`config.mk`:
```
export PLATFORM = sky130hd
export DESIGN_NAME = supervisor_trap_delegation
export DESIGN_NICKNAME = d
export VERILOG_FILES = /design/src/rtl/supervisor_trap_delegation.v
export VERILOG_INCLUDE_DIRS = /design/src /design/src/rtl
export SDC_FILE = /design/constraint.sdc
export NUM_CORES = 1
export LEC_CHECK = 0
export BUFFER_PORTS_ARGS = -buffer_cell sky130_fd_sc_hd__buf_2
export CAP_MARGIN = 25
export CORE_ASPECT_RATIO = 0.8
export CORE_MARGIN = 5
export CORE_UTILIZATION = 42
export DETAILED_ROUTE_END_ITERATION = 10
export MAX_ROUTING_LAYER = met4
export SLEW_MARGIN = 25
export SYNTH_ARGS = -nofsm -noshare
export SYNTH_HDL_FRONTEND = slang
export SYNTH_SLANG_ARGS = --single-unit
```
`constraint.sdc`:
```
create_clock -name sys_clk -period 11 [get_ports sys_clk]
set_input_delay 1.65 -clock sys_clk [delete_from_list [all_inputs] [get_ports sys_clk]]
set_output_delay 1.65 -clock sys_clk [all_outputs]
set_load 0.05 [all_outputs]
```
`src/rtl/trap_deleg_map.vh`:
```
// register offsets, field positions, masks and reset values of the trap delegation block
`ifndef TRAP_DELEG_MAP_VH
`define TRAP_DELEG_MAP_VH

// ----------------------------------------------------------------
// register byte offsets on the axi4-lite slave
// ----------------------------------------------------------------
`define OFF_IDELEG_LO 8'h00
`define OFF_IDELEG_HI 8'h04
`define OFF_EDELEG_LO 8'h08
`define OFF_EDELEG_HI 8'h0c
`define OFF_SSTATUS_LO 8'h10
`define OFF_SSTATUS_HI 8'h14
`define OFF_MSTATUS_LO 8'h18
`define OFF_SIE_LO 8'h1c
`define OFF_SIP_LO 8'h20
`define OFF_SCAUSE_LO 8'h24
`define OFF_SCAUSE_HI 8'h28
`define OFF_STVEC_LO 8'h2c
`define OFF_STVEC_HI 8'h30
`define OFF_LOC_EN 8'h34
`define OFF_PRIV 8'h38
`define OFF_IRQ_STAT 8'h3c
`define OFF_IRQ_MASK 8'h40

// ----------------------------------------------------------------
// status field positions
// ----------------------------------------------------------------
`define ST_SIE 1
`define ST_MIE 3
`define ST_SUPERVISOR_SAVED_ENABLE 5
`define ST_MPIE 7
`define ST_SPP 8
`define ST_MPP_LO 11
`define ST_MPP_HI 12

// ----------------------------------------------------------------
// writable masks and reset values
// ----------------------------------------------------------------
`define IDELEG_SUP_MASK 32'h0000_0222
`define EDELEG_MASK 32'h0000_b3ff
`define SIE_MASK 32'h0000_0222
`define SIP_MASK 32'h0000_0222
`define SSTATUS_MASK 32'h0000_0122
`define IRQ_EVT_MASK 32'h0000_0003
`define PRIV_U 2'h0
`define PRIV_S 2'h1
`define PRIV_M 2'h3
`define CODE_S_TIMER 5
`define CODE_S_EXT 9
`define STVEC_VECTORED 2'h1
`define RESP_OKAY 2'h0
`define RESP_SLVERR 2'h2

`endif

```
`src/rtl/supervisor_trap_delegation.v`:
```
// trap delegation, supervisor status view and supervisor interrupt control with axi4-lite access
//
// The AXI4-Lite interface to the registers and the register offsets are this design's own decisions.
`timescale 1ns/100ps
`include "trap_deleg_map.vh"
module supervisor_trap_delegation #(
    parameter N_LOCAL = 16
) (
    input wire sys_clk,
    input wire srst,
    input wire [7:0] s_axi_awaddr,
    input wire s_axi_awvalid,
    output wire s_axi_awready,
    input wire [31:0] s_axi_wdata,
    input wire [3:0] s_axi_wstrb,
    input wire s_axi_wvalid,
    output wire s_axi_wready,
    output reg [1:0] s_axi_bresp,
    output reg s_axi_bvalid,
    input wire s_axi_bready,
    input wire [7:0] s_axi_araddr,
    input wire s_axi_arvalid,
    output wire s_axi_arready,
    output reg [31:0] s_axi_rdata,
    output reg [1:0] s_axi_rresp,
    output reg s_axi_rvalid,
    input wire s_axi_rready,
    input wire exc_valid,
    input wire [3:0] exc_code,
    input wire soft_irq_in,
    input wire timer_irq_in,
    input wire external_irq_in,
    input wire [2:0] machine_irq,
    input wire [N_LOCAL-1:0] local_irq,
    input wire sret,
    input wire mret,
    input wire [63:0] m_vector,
    output reg trap_valid,
    output reg trap_to_super,
    output reg [63:0] trap_cause,
    output reg [63:0] trap_target,
    output reg [1:0] priv_mode,
    output wire irq
);

// ----------------------------------------------------------------
// storage
// ----------------------------------------------------------------
localparam [31:0] LOC_MASK = ((32'h1 << N_LOCAL) - 32'h1) << 16;
localparam [31:0] IDELEG_MASK = `IDELEG_SUP_MASK | LOC_MASK;

reg [31:0] ideleg_r;
reg [31:0] edeleg_r;
reg [31:0] sie_r;
reg [31:0] sip_r;
reg [31:0] loc_en_r;
reg [63:0] scause_r;
reg [63:0] stvec_base_r;
reg stvec_mode_r;
reg st_sie_r;
reg st_mie_r;
reg st_supervisor_saved_enable_r;
reg st_mpie_r;
reg st_spp_r;
reg [1:0] st_mpp_r;
reg [1:0] irq_stat_r;
reg [1:0] irq_mask_r;

// ----------------------------------------------------------------
// bus slave: address and data are held until both are present
// ----------------------------------------------------------------
reg aw_held_r;
reg w_held_r;
reg [7:0] aw_addr_r;
reg [31:0] w_data_r;
reg [3:0] w_strb_r;
wire do_write = aw_held_r & w_held_r & ~s_axi_bvalid;
assign s_axi_awready = ~aw_held_r;
assign s_axi_wready = ~w_held_r;
assign s_axi_arready = ~s_axi_rvalid;

function [31:0] merge;
    input [31:0] old;
    input [31:0] data;
    input [3:0] strb;
    integer k;
    begin
        merge = old;
        for (k = 0; k < 4; k = k + 1) begin
            if (strb[k])
                merge[k*8 +: 8] = data[k*8 +: 8];
        end
    end
endfunction

// machine view of status; the supervisor view is a masked read of the same bits
wire [31:0] mstatus_w = ({31'h0, st_sie_r} << `ST_SIE) | ({31'h0, st_mie_r} << `ST_MIE)
    | ({31'h0, st_supervisor_saved_enable_r} << `ST_SUPERVISOR_SAVED_ENABLE) | ({31'h0, st_mpie_r} << `ST_MPIE)
    | ({31'h0, st_spp_r} << `ST_SPP) | ({30'h0, st_mpp_r} << `ST_MPP_LO);
wire [31:0] sstatus_w = mstatus_w & `SSTATUS_MASK;
wire [31:0] wm = merge(32'h0, w_data_r, w_strb_r);
wire [31:0] wkeep = merge(32'hffff_ffff, 32'h0, w_strb_r);

// ----------------------------------------------------------------
// interrupt selection
// ----------------------------------------------------------------
wire [31:0] pend = ({16'h0, 16'h0} | (sip_r & `SIP_MASK))
    | ({31'h0, soft_irq_in} << 1) | ({31'h0, timer_irq_in} << `CODE_S_TIMER)
    | ({31'h0, external_irq_in} << `CODE_S_EXT)
    | ({31'h0, machine_irq[0]} << 3) | ({31'h0, machine_irq[1]} << 7)
    | ({31'h0, machine_irq[2]} << 11)
    | (({{(32-N_LOCAL){1'b0}}, local_irq} << 16) & LOC_MASK);
wire [31:0] ien = (sie_r & `SIE_MASK) | (loc_en_r & LOC_MASK) | 32'h0000_0888;
wire in_m = (priv_mode == `PRIV_M);
// delegated irq needs the supervisor global enable and its own enable
wire [31:0] to_s = ideleg_r & ien & {32{~in_m & st_sie_r}};
wire [31:0] to_m = ~ideleg_r & ien & {32{~in_m | st_mie_r}};
wire [31:0] elig = pend & (to_s | to_m);

reg irq_any;
reg [4:0] irq_code;
integer i;
always @* begin
    irq_any = 1'b0;
    irq_code = 5'h0;
    // the highest code wins; locals therefore beat the standard lines
    for (i = 0; i < 32; i = i + 1) begin
        if (elig[i]) begin
            irq_any = 1'b1;
            irq_code = i[4:0];
        end
    end
end

wire exc_deleg = edeleg_r[exc_code] & ~in_m;
wire irq_deleg = ideleg_r[irq_code] & ~in_m;
wire take = exc_valid | irq_any;
wire take_s = exc_valid ? exc_deleg : irq_deleg;
wire is_irq = ~exc_valid;
wire [4:0] code = exc_valid ? {1'b0, exc_code} : irq_code;
wire [63:0] cause_w = {is_irq, 58'h0, code};
wire [63:0] s_target = (stvec_mode_r & is_irq)
    ? stvec_base_r + {57'h0, code, 2'h0} : stvec_base_r;

// ----------------------------------------------------------------
// register update, traps override bus writes in the same cycle
// ----------------------------------------------------------------
always @(posedge sys_clk) begin
    if (srst) begin
        aw_held_r <= 1'b0;
        w_held_r <= 1'b0;
        aw_addr_r <= 8'h00;
        w_data_r <= 32'h0000_0000;
        w_strb_r <= 4'h0;
        s_axi_bvalid <= 1'b0;
        s_axi_bresp <= `RESP_OKAY;
        ideleg_r <= 32'h0000_0000;
        edeleg_r <= 32'h0000_0000;
        sie_r <= 32'h0000_0000;
        sip_r <= 32'h0000_0000;
        loc_en_r <= 32'h0000_0000;
        scause_r <= 64'h0;
        stvec_base_r <= 64'h0;
        stvec_mode_r <= 1'b0;
        st_sie_r <= 1'b0;
        st_mie_r <= 1'b0;
        st_supervisor_saved_enable_r <= 1'b0;
        st_mpie_r <= 1'b0;
        st_spp_r <= 1'b0;
        st_mpp_r <= `PRIV_U;
        priv_mode <= `PRIV_M;
        irq_stat_r <= 2'h0;
        irq_mask_r <= 2'h0;
        trap_valid <= 1'b0;
        trap_to_super <= 1'b0;
        trap_cause <= 64'h0;
        trap_target <= 64'h0;
    end else begin
        if (s_axi_awvalid & ~aw_held_r) begin
            aw_held_r <= 1'b1;
            aw_addr_r <= s_axi_awaddr;
        end
        if (s_axi_wvalid & ~w_held_r) begin
            w_held_r <= 1'b1;
            w_data_r <= s_axi_wdata;
            w_strb_r <= s_axi_wstrb;
        end
        if (s_axi_bvalid & s_axi_bready)
            s_axi_bvalid <= 1'b0;
        if (do_write) begin
            aw_held_r <= 1'b0;
            w_held_r <= 1'b0;
            s_axi_bvalid <= 1'b1;
            s_axi_bresp <= `RESP_OKAY;
            case ({aw_addr_r[7:2], 2'b00})
                `OFF_IDELEG_LO: ideleg_r <= ((ideleg_r & wkeep) | wm) & IDELEG_MASK;
                `OFF_EDELEG_LO: edeleg_r <= ((edeleg_r & wkeep) | wm) & `EDELEG_MASK;
                `OFF_IDELEG_HI, `OFF_EDELEG_HI, `OFF_SSTATUS_HI: ;
                `OFF_SSTATUS_LO: begin
                    // only supervisor fields can change through this view
                    if (w_strb_r[0]) begin
                        st_sie_r <= w_data_r[`ST_SIE];
                        st_supervisor_saved_enable_r <= w_data_r[`ST_SUPERVISOR_SAVED_ENABLE];
                    end
                    if (w_strb_r[1])
                        st_spp_r <= w_data_r[`ST_SPP];
                end
                `OFF_MSTATUS_LO: begin
                    if (w_strb_r[0]) begin
                        st_sie_r <= w_data_r[`ST_SIE];
                        st_mie_r <= w_data_r[`ST_MIE];
                        st_supervisor_saved_enable_r <= w_data_r[`ST_SUPERVISOR_SAVED_ENABLE];
                        st_mpie_r <= w_data_r[`ST_MPIE];
                    end
                    if (w_strb_r[1]) begin
                        st_spp_r <= w_data_r[`ST_SPP];
                        st_mpp_r <= w_data_r[`ST_MPP_HI:`ST_MPP_LO];
                    end
                end
                `OFF_SIE_LO: sie_r <= ((sie_r & wkeep) | wm) & `SIE_MASK;
                `OFF_SIP_LO: sip_r <= ((sip_r & wkeep) | wm) & `SIP_MASK;
                `OFF_SCAUSE_LO: scause_r[31:0] <= (scause_r[31:0] & wkeep) | wm;
                `OFF_SCAUSE_HI: scause_r[63:32] <= (scause_r[63:32] & wkeep) | wm;
                `OFF_STVEC_LO: begin
                    stvec_base_r[31:0] <= ((stvec_base_r[31:0] & wkeep) | wm) & 32'hffff_fffc;
                    // a reserved mode value falls back to direct
                    if (w_strb_r[0])
                        stvec_mode_r <= (w_data_r[1:0] == `STVEC_VECTORED);
                end
                `OFF_STVEC_HI: stvec_base_r[63:32] <= (stvec_base_r[63:32] & wkeep) | wm;
                `OFF_LOC_EN: loc_en_r <= ((loc_en_r & wkeep) | wm) & LOC_MASK;
                `OFF_PRIV: begin
                    if (w_strb_r[0] & (w_data_r[1:0] != 2'h2))
                        priv_mode <= w_data_r[1:0];
                end
                `OFF_IRQ_STAT: begin
                    if (w_strb_r[0])
                        irq_stat_r <= irq_stat_r & ~w_data_r[1:0];
                end
                `OFF_IRQ_MASK: begin
                    if (w_strb_r[0])
                        irq_mask_r <= w_data_r[1:0];
                end
                default: s_axi_bresp <= `RESP_SLVERR;
            endcase
        end
        // trap entry and return take priority over the bus on shared fields
        trap_valid <= take;
        if (take) begin
            trap_cause <= cause_w;
            if (take_s) begin
                trap_to_super <= 1'b1;
                trap_target <= s_target;
                scause_r <= cause_w;
                st_supervisor_saved_enable_r <= st_sie_r;
                st_sie_r <= 1'b0;
                st_spp_r <= priv_mode[0];
                priv_mode <= `PRIV_S;
            end else begin
                trap_to_super <= 1'b0;
                trap_target <= m_vector;
                st_mpie_r <= st_mie_r;
                st_mie_r <= 1'b0;
                st_mpp_r <= priv_mode;
                priv_mode <= `PRIV_M;
            end
        end else if (mret) begin
            st_mie_r <= st_mpie_r;
            st_mpie_r <= 1'b1;
            priv_mode <= st_mpp_r;
            st_mpp_r <= `PRIV_U;
        end else if (sret) begin
            st_sie_r <= st_supervisor_saved_enable_r;
            st_supervisor_saved_enable_r <= 1'b1;
            priv_mode <= {1'b0, st_spp_r};
            st_spp_r <= 1'b0;
        end
        // event set wins over a same-cycle write-one clear
        if (take & take_s)
            irq_stat_r[0] <= 1'b1;
        if (take & ~take_s)
            irq_stat_r[1] <= 1'b1;
    end
end

assign irq = |(irq_stat_r & irq_mask_r);

// ----------------------------------------------------------------
// read channel
// ----------------------------------------------------------------
reg [31:0] rd_mux;
reg rd_err;
always @* begin
    rd_err = 1'b0;
    case ({s_axi_araddr[7:2], 2'b00})
        `OFF_IDELEG_LO: rd_mux = ideleg_r;
        `OFF_EDELEG_LO: rd_mux = edeleg_r;
        `OFF_SSTATUS_LO: rd_mux = sstatus_w;
        `OFF_MSTATUS_LO: rd_mux = mstatus_w;
        `OFF_SIE_LO: rd_mux = sie_r;
        `OFF_SIP_LO: rd_mux = pend & `SIP_MASK;
        `OFF_SCAUSE_LO: rd_mux = scause_r[31:0];
        `OFF_SCAUSE_HI: rd_mux = scause_r[63:32];
        `OFF_STVEC_LO: rd_mux = {stvec_base_r[31:2], 1'b0, stvec_mode_r};
        `OFF_STVEC_HI: rd_mux = stvec_base_r[63:32];
        `OFF_LOC_EN: rd_mux = loc_en_r;
        `OFF_PRIV: rd_mux = {30'h0, priv_mode};
        `OFF_IRQ_STAT: rd_mux = {30'h0, irq_stat_r};
        `OFF_IRQ_MASK: rd_mux = {30'h0, irq_mask_r};
        `OFF_IDELEG_HI, `OFF_EDELEG_HI, `OFF_SSTATUS_HI: rd_mux = 32'h0000_0000;
        default: begin
            rd_mux = 32'h0000_0000;
            rd_err = 1'b1;
        end
    endcase
end

always @(posedge sys_clk) begin
    if (srst) begin
        s_axi_rvalid <= 1'b0;
        s_axi_rdata <= 32'h0000_0000;
        s_axi_rresp <= `RESP_OKAY;
    end else if (s_axi_arvalid & ~s_axi_rvalid) begin
        s_axi_rvalid <= 1'b1;
        s_axi_rdata <= rd_mux;
        s_axi_rresp <= rd_err ? `RESP_SLVERR : `RESP_OKAY;
    end else if (s_axi_rvalid & s_axi_rready) begin
        s_axi_rvalid <= 1'b0;
    end
end

endmodule // supervisor_trap_delegation

```
* Word level (Yosys, flattened, before mapping) *
Cells that the tools add are included.

cells by class
  $lt $le $gt $ge = 2
  multiplexer cells = 143
  add/sub/neg operators = 1
  bitwise logic cells = 64
  reduce and logical (&&, ||, !) cells = 30
  eq/ne operators = 35

operator list
  operator                                              number
  case mux 32 bit (14 select lines)                     1
  bitwise AND 32 bit                                    11
  2-to-1 mux 64 bit                                     5
  OR 32 bit                                             7
  2-to-1 mux 5 bit                                      22
  equality test 6 x 4 -> 1 bit (second input constant)  16
  2-to-1 mux 1 bit                                      76
  adder 64 x 7 -> 64 bit                                1
  2-to-1 mux 32 bit                                     2
  2-to-1 mux 8 bit                                      8
  equality test 6 x 3 -> 1 bit (second input constant)  8
  2-to-1 mux 2 bit                                      20
  OR reduction 17 bit                                   2
  inverter 32 bit                                       1
  OR 10 x 32 -> 32 bit                                  1
  OR 12 x 32 -> 32 bit                                  1
  OR 10 bit                                             3
  equality test 6 x 2 -> 1 bit (second input constant)  4
  bitwise AND 10 bit                                    2
  bitwise AND 16 bit                                    1
  OR 16 bit                                             1
  nonzero test 2 bit                                    8
  AND reduction 3 bit                                   5
  bitwise AND 1 bit                                     14
  other kinds (29)                                      55

word-level totals
  bits of input ports = 152
  logic and storage cells = 308
  flip-flop bits (word level) = 350
  output and inout bits = 174

* Depth between registers and ports, before layout *
Gate-level depths: netlist of run 1.

  depth after elaboration = 47
  depth in mapped cells = 27
  depth with buffers taken out = 23

* Worst setup path after synthesis of run 1 *
OpenSTA, ideal clock, no wires.

  kind = input -> register
  start = input local_irq[1]
  end = register trap_target[60]
  library setup time = 122 ps
  buffers on the path = 0
  path slack = 5535 ps
  required time = 10878 ps
  arrival = 5343 ps
  cell stages on the path = 22
  cell sequence = nand2_1 -> a211o_1 -> a221o_1 -> a211oi_2 -> nor2_1 -> nand2_1 -> o21ai_0 -> inv_1 -> ha_1 -> inv_1 -> fa_1 -> nor2b_1 -> o21ai_0 -> nand2b_1 -> nand2_1 -> a21oi_1 -> nand2_1 -> nor2_1 -> and4_1 -> xnor2_1 -> nor3_1 -> a221o_1

on the way
  elaborated cells on any way between the ends = 41
  classes of those cells = add/sub (1); mux (36); bitwise (4)

RTL lines
  element                         line                              RTL
  start: declaration              supervisor_trap_delegation.v:34   input wire [N_LOCAL-1:0] local_irq,
  OR 12 x 32 -> 32 bit            supervisor_trap_delegation.v:107  wire [31:0] pend = ({16'h0, 16'h0} | (sip_r & `SIP_MASK))
  bitwise AND 32 bit              supervisor_trap_delegation.v:118  wire [31:0] elig = pend & (to_s | to_m);
  2-to-1 mux 5 bit (15 in a row)  supervisor_trap_delegation.v:128  if (elig[i]) begin
  2-to-1 mux 5 bit                supervisor_trap_delegation.v:140  wire [4:0] code = exc_valid ? {1'b0, exc_code} : irq_code;
  via code[0]                     supervisor_trap_delegation.v:140
  adder 64 x 7 -> 64 bit          supervisor_trap_delegation.v:143  ? stvec_base_r + {57'h0, code, 2'h0} : stvec_base_r;
  2-to-1 mux 64 bit               supervisor_trap_delegation.v:143
  2-to-1 mux 64 bit               supervisor_trap_delegation.v:251  if (take_s) begin
  end signal: assignment          supervisor_trap_delegation.v:253  trap_target <= s_target;
  end signal: assignment          supervisor_trap_delegation.v:261  trap_target <= m_vector;
  end: declaration                supervisor_trap_delegation.v:41   output reg [63:0] trap_target,

The timed path passes the listed nets, and every way through them passes these cells. The select of a mux whose other input is x is not followed.
A chain may end at the register's enable or synchronous reset.

* Worst setup path after layout of run 1 *
  start = input external_irq_in
  end = register trap_target[56]

on the way
  elaborated cells on any way between the ends = 61
  classes of those cells = add/sub (1); mux (52); bitwise (8)

RTL lines
  element                         line                              RTL
  start: declaration              supervisor_trap_delegation.v:32   input wire external_irq_in,
  OR 10 bit                       supervisor_trap_delegation.v:107
  OR 10 x 4 -> 10 bit             supervisor_trap_delegation.v:107
  OR 10 x 8 -> 10 bit             supervisor_trap_delegation.v:107
  OR 10 x 12 -> 12 bit            supervisor_trap_delegation.v:107
  OR 12 x 32 -> 32 bit            supervisor_trap_delegation.v:107
  bitwise AND 32 bit              supervisor_trap_delegation.v:118
  2-to-1 mux 4 bit (2 in a row)   supervisor_trap_delegation.v:128
  2-to-1 mux 5 bit (21 in a row)  supervisor_trap_delegation.v:128
  2-to-1 mux 5 bit                supervisor_trap_delegation.v:140
  via code[0]                     supervisor_trap_delegation.v:140
  adder 64 x 7 -> 64 bit          supervisor_trap_delegation.v:143
  2-to-1 mux 64 bit               supervisor_trap_delegation.v:143
  2-to-1 mux 64 bit               supervisor_trap_delegation.v:251

The timed path passes the listed nets, and every way through them passes these cells. The select of a mux whose other input is x is not followed.

==> results_dict.tcl, run 1 <==
set metrics [dict create \
    dieHeight_um 190 \
    fin_worst_skew_ns 0.0245 \
    die_width_um 235 \
    post_cts_buffers 0 \
    ys_flop_type "dfxtp_1" \
    ctsRootBufferMaster "clkbuf_16" \
    dp_worst_setup_slack_ns 4.19 \
    finalHoldViolCount 0 \
    worstHoldPathType "flop to flop" \
    io_buffer_count 261 \
    max-cap-violations 0 \
    static-leakage-power_nw 8.06 \
    syn-mean-instance-area_um2 8.48 \
    final_antenna_net_count 0 \
    clock-sinks 346 \
    cts.clk_slew.worst_paths_ns 0.06 \
    critical_path.reg2reg.endpoint "trap_target[56]$_SDFFE_PP0N_" \
    initial_utilization_pct 42.2 \
    post_layout_net_count 2350 \
    worst-endpoint-arrival_ns 6.66 \
    synth_top_area_share_pct 40.7 \
    routed_wl_um 61600 \
    gr-usage-all-layers_pct 26.8 \
    worstRegToRegCells 24 \
    finalSetupViolCount 0 \
    max_slew_margin_pct 26.0 \
    report.power.total_mw 3.17 \
    clk-insertion-delay-late_ns 0.55 \
    global_route_wire_length_before_repair_um 93000 \
    min_delay_path_depth 2 \
    rows 66 \
    number_of_flops_mapped_to_enable_cells_by_yosys 0 \
    via_count 16200 \
    post_synth_num_cell_types 81 \
    gp_congestion 0.964 \
    yosysSeqAreaShare_pct 40.7 \
    path_class "input pin to flop" \
    final_cell_mix "346 x dfxtp_1, 260 x buf_2, 233 x nor2_1" \
    critical_path.max_fanout 9 \
    maxSlewViolCount 0 \
    htreeDepth 2 \
    dpl.cell_count 2696 \
    cts.path.max_buffers 3 \
    num_io_pins 326 \
    synthCells 2008 \
    global_route.overflow_total 0 \
    power_density_nw_per_um2 160 \
    half_perimeter_wire_length_of_the_detailed_placement_result_um 44700 \
    drt_first_iter_violations 1976 \
    synth_seq_cells 346 \
    routed_wire_length_per_instance_um 22.3 \
    areaGrowthSynthToFinish_pct 16.1 \
    cp.required_ns 11.42 \
    leading_cell_type_in_the_layout_fill_and_taps_excluded "dfxtp_1" \
    worst-r2r-setup-slack_ns 4.79 \
    post-route-min-period_ns 6.24 \
    drcViolationCount 0 \
    grt_start_max_net_pins 153 \
    placeableCoreArea_um2 40400 \
    vdd_drop_max_uv 88.6 \
    drt-vias-per-instance 5.87 \
    rr_startpoint "priv_mode[0]$_SDFFE_PP1P_" \
    die_footprint_um2 44700 \
    via_count_of_the_first_global_routing_pass 15000 \
    post_synth_main_area_contributors "dfxtp_1 41%, mux2i_1 8.9%, nor2_1 5.3%, a22oi_1 5.0%, nand2_1 4.8%" \
    cts.repair.resized 0 \
    setup_total_negative_slack_ns 0 \
    hold_path_end "trap_to_super$_SDFFE_PP0N_" \
    max_clock_freq_mhz 160 \
    async_reset_ff_share_pct 0 \
    antenna_found_initial 1 \
    count_of_synthesis_stage_warnings_from_yosys 0 \
    yosysTopAreaCell "dfxtp_1" \
    tightest_pin_transition_ns 1.11 \
    final_layout_size_suffix_gt1_share_pct 17.6 \
    worst_setup_sp_type "input pin" \
    cts_tree "built" \
    unrepaired_setup_endpoints_after_global_routing "false" \
    post_layout_nonfiller_instances 2764 \
    hold_path.startpoint "trap_to_super$_SDFFE_PP0N_" \
    cts_buffers 38 \
    dr.pass1.iters 6 \
    outcome "finished, final reports clean" \
    cts_hold_buf 0 \
    worstSetupEndpointType "flop" \
    fin_crit_sh_pct 56.7 \
    synth_area_um2 17000 \
    post-route-worst-setup-slack_ns 4.76 \
]
==> routing by layer <==
metal | vias up | share of wire [%] | GRT usage [%]
met5 | - | 0 | -
met4 | 0 | 2.0 | 5.73
met3 | 85 | 8.8 | 4.09
met2 | 760 | 41 | 37.4
met1 | 7850 | 48 | 40.9
li1 | 7523 | - | -
==> worst max path at each step <==
stage / start / end / depth (start not counted)
5_1_grt: priv_mode[0]$_SDFFE_PP1P_ / trap_target[54]$_SDFFE_PP0N_ / 24
3_3_place_gp: external_irq_in / trap_target[56]$_SDFFE_PP0N_ / 25
2_1_floorplan: local_irq[1] / trap_target[60]$_SDFFE_PP0N_ / 22
6_report: external_irq_in / trap_target[56]$_SDFFE_PP0N_ / 25
4_1_cts: external_irq_in / trap_target[56]$_SDFFE_PP0N_ / 25
3_5_place_dp: external_irq_in / trap_target[56]$_SDFFE_PP0N_ / 25
==> worst max-delay path, cell delays in order <==
cell,delay (ns)
buf_2,0.11
o21ai_0,0.18
a21oi_1,0.18
o21a_1,0.19
nor3b_1,0.13
a211oi_2,0.38
nor2_1,0.16
nand2_1,0.10
o21ai_0,0.10
buf_4,0.17
inv_1,0.05
ha_1,0.15
inv_1,0.06
fa_1,0.41
nor2b_1,0.12
o21ai_0,0.08
nand2b_1,0.11
nand2_1,0.08
a21oi_1,0.57
nand2_1,0.30
nor2_1,0.59
nand2_1,0.20
nor2_1,0.16
xnor2_1,0.09
a221o_1,0.32
==> logic make-up after synthesis <==
kind of cell	after synthesis	synth area share (%)
AO/OA/AOI/OAI	461	18.5
XOR/XNOR	60	3.09
adder cells (fa/ha/maj)	6	0.485
buffers and inverters	222	6.53
flip-flops	346	40.7
multiplexers	163	9.86
other	1	0.0220
AND/OR/NAND/NOR	749	20.9
==> synth_stat cells, types with 12 or more instances <==
master      n
a311oi_1   13
buf_2      12
and3_1     17
xnor2_1    43
nand4b_1   48
xor2_1     17
nand3_1   100
clkbuf_1  116
a221oi_1   21
a211oi_1   25
dfxtp_1   346
a22oi_1   114
o21ai_1    23
nand2_1   217
nand4_1    22
inv_1      19
a21oi_1   123
and2_1     15
mux2i_1   152
buf_4      64
o21ai_0    55
nor3_1     36
nor2_1    242
a221o_1    17
==> metrics by stage <==
stage,util [%],area (um2),hold WS (ns)
6_report,48.9,19800,0.453
5_1_grt,48.9,19800,0.475
4_1_cts,48.9,19800,0.452
3_5_place_dp,45.7,18500,0.444
3_3_place_gp,45.7,18500,0.439
2_1_floorplan,-,17200,0.434
==> report_power, final <==
part	switching [mW]	internal [mW]
logic	0.358	0.116
clock network	0.530	0.804
registers	0.0545	1.30
==> layout make-up <==
type / instances / area (um2)
fillers: 3892 / 20600
diodes: 1 / 2.50
repair buffers: 287 / 1510
multi-input cells: 1499 / 9270
inverters: 20 / 75.1
clock inverters: 13 / 174
well taps: 544 / 681
clock buffers: 54 / 1120
flip-flops and latches: 346 / 6930
No activity file was read; power rests on OpenSTA's default activity.
==> inputs of run 2 (changes only) <==
PLACE_DENSITY = 0.66   (was unset)
clock period = 5.45 ns   (was 11 ns; I/O delays follow)
==> run 2 against run 1 <==
  * Hold slack lost 0.0027 ns
  * Count of clock-buffer cells in the layout shrank 4
  * Core utilization grew 0.29 points
  * Routed wire length grew 0.23%
  * Critical path type is now flop to flop
  * Largest power group unchanged
==> results_dict.tcl, run 2 (synthesis results as in run 1) <==
set metrics [dict create \
    leading_cell_type_in_the_layout_fill_and_taps_excluded "dfxtp_1" \
    ctsRootBufferMaster "clkbuf_16" \
    routed_wl_um 61700 \
    unrepaired_setup_endpoints_after_global_routing "false" \
    dr.pass1.iters 6 \
    post_layout_nonfiller_instances 2786 \
    finalHoldViolCount 0 \
    clock_power_share_pct 40.7 \
    via_count_of_the_first_global_routing_pass 15400 \
    clk-insertion-delay-late_ns 0.55 \
    sequentialPowerShare_pct 43.7 \
    cts_tree "built" \
    gr-usage-met1_pct 39.1 \
    dpl.cell_count 2715 \
    final_layout_size_suffix_gt1_share_pct 18.3 \
    final_antenna_net_count 0 \
    min_delay_path_depth 2 \
    half_perimeter_wire_length_of_the_detailed_placement_result_um 45300 \
    grt_start_max_net_pins 149 \
    fin_worst_skew_ns 0.0207 \
    placeableCoreArea_um2 40400 \
    die_width_um 235 \
    path_class "flop to flop" \
    drt-vias-per-instance 5.90 \
    hold_path_end "trap_cause[0]$_SDFFE_PP0N_" \
    rr_startpoint "priv_mode[0]$_SDFFE_PP1P_" \
    switching_power_mw 1.90 \
    logic_gate_share_of_total_power_pct 15.6 \
    areaGrowthSynthToFinish_pct 16.8 \
    setup_total_negative_slack_ns 0 \
    worstSetupEndpointType "flop" \
    cellInternalPower_mw 4.36 \
    global_route_wire_length_before_repair_um 93800 \
    max_slew_margin_pct 27.7 \
    met3_usage_pct 6.58 \
    power_density_nw_per_um2 315 \
    critical_path.max_fanout 9 \
    via_count 16400 \
    fin_crit_sh_pct 95.3 \
    post_cts_buffers 0 \
    clock-sinks 346 \
    finalSetupViolCount 0 \
    global_route.overflow_total 0 \
    critical_path.reg2reg.endpoint "trap_target[46]$_SDFFE_PP0N_" \
    post_layout_net_count 2368 \
    outcome "finished, final reports clean" \
    drcViolationCount 0 \
    grt_most_used_layer "met1" \
    drt_first_iter_violations 1905 \
    post-route-min-period_ns 5.19 \
    tightest_pin_transition_ns 1.08 \
    layout.core_utilization_pct 49.2 \
    htreeDepth 2 \
    initial_utilization_pct 42.2 \
    cts.path.max_buffers 3 \
    max_clock_freq_mhz 193 \
    netSwitchingFraction_pct 30.4 \
    final_cell_mix "346 x dfxtp_1, 260 x buf_2, 232 x nor2_1" \
    worst_setup_sp_type "flop" \
    dieHeight_um 190 \
    gp_congestion 0.978 \
    antenna_found_initial 6 \
    hold_path.startpoint "trap_cause[0]$_SDFFE_PP0N_" \
    worst-r2r-setup-slack_ns 0.26 \
    maxSlewViolCount 0 \
    grt.met2_usage_pct 38.4 \
    worst-endpoint-arrival_ns 5.62 \
    cts.clk_slew.worst_paths_ns 0.06 \
    worstRegToRegCells 22 \
    rows 66 \
    cts_buffers 37 \
    routed_wire_length_per_instance_um 22.1 \
    vdd_drop_max_uv 224 \
    fillCellCount 3820 \
    io_buffer_count 261 \
    die_footprint_um2 44700 \
    worstHoldPathType "flop to flop" \
    cp.required_ns 5.87 \
    static-leakage-power_nw 8.14 \
    max-cap-violations 0 \
    fin_area_um2 19900 \
    place_area_um2 18600 \
    gr-usage-all-layers_pct 27.0 \
    num_io_pins 326 \
]
[run 2: changes by cell type in the layout (fill, tap and decap cells not counted), moves of 2 or more]
cell        previous run  this run
buf_12                 0         2
buf_4                 26        43
diode_2                1         6
clkinv_8               0         2
clkbuf_8               9         6
clkinv_2               6         8
clkbuf_16             39        37
clkinvlp_4             2         0
[run 2: worst max-delay path: stages, from the launching register on]
cell and delay (ns):
dfxtp_1 0.42, and3b_2 0.38, a211o_1 0.33, a221o_1 0.33
a211oi_2 0.36, nor2_1 0.14, nand2_1 0.09, o21ai_0 0.25
inv_1 0.13, ha_1 0.17, inv_1 0.06, fa_1 0.40
nor2b_1 0.14, o21ai_0 0.09, nand2b_1 0.12, nand2_1 0.08
a21oi_1 0.27, nand2_1 0.20, or3_1 0.46, nor2_1 0.16
xnor2_1 0.14, nor3_1 0.07, a221o_1 0.28
[run 2: timing repair]
action,in CTS,in global routing
setup endpoints to repair,0,12
hold buffers,0,0
resized for setup,0,3
[run 2: how the worst max path moves through the flow]
stage                              startpoint                      endpoint  slack, ns  cells after the start
finish              priv_mode[0]$_SDFFE_PP1P_  trap_target[46]$_SDFFE_PP0N_       0.26                     22
global route        priv_mode[1]$_SDFFE_PP1P_  trap_target[42]$_SDFFE_PP0N_       0.01                     22
CTS                 priv_mode[1]$_SDFFE_PP1P_  trap_target[46]$_SDFFE_PP0N_       0.16                     24
detailed placement            external_irq_in  trap_target[46]$_SDFFE_PP0N_       0.18                     24
global placement              external_irq_in  trap_target[42]$_SDFFE_PP0N_       0.28                     24
floorplan           priv_mode[0]$_SDFFE_PP1P_  trap_target[60]$_SDFFE_PP0N_       0.61                     24
[run 2: final cells by class]
class                           instances  area (um2)  share of cell area [%]
Sequential cell                       346        6930                    34.8
Tap cell                              544         681                    3.42
Multi-Input combinational cell       1499        9290                    46.7
Antenna cell                            6        15.0                  0.0755
Inverter                               20        75.1                   0.378
Timing Repair Buffer                  306        1680                    8.45
Clock buffer                           50        1030                    5.21
Clock inverter                         15         180                   0.906
[run 2: metrics by stage]
stage                     hold WS, ns  power [mW]  setup slack [ns]
after CTS                       0.443        6.29             0.163
final                           0.450        6.27             0.258
after detailed placement        0.446        3.76             0.184
after global placement          0.439        3.74             0.276
after floorplan                 0.434        3.47             0.605
after global routing            0.456        6.48            0.0129
[run 2: power groups by stage]
| stage | sequential (mW) | clock (mW) | combinational (mW) |
|---|---|---|---|
| after CTS | 2.73 | 2.59 | 0.968 |
| after floorplan | 2.98 | 0 | 0.486 |
| after detailed placement | 2.79 | 0 | 0.966 |
| final | 2.74 | 2.55 | 0.977 |
| after global placement | 2.79 | 0 | 0.957 |
| after global routing | 2.75 | 2.70 | 1.04 |
[run 2: layer usage]
metal,vias to the layer above,part of all wire [%]
li1,7575,-
met1,7872,45
met2,909,42
met3,83,11
met4,0,1.8
met5,-,0
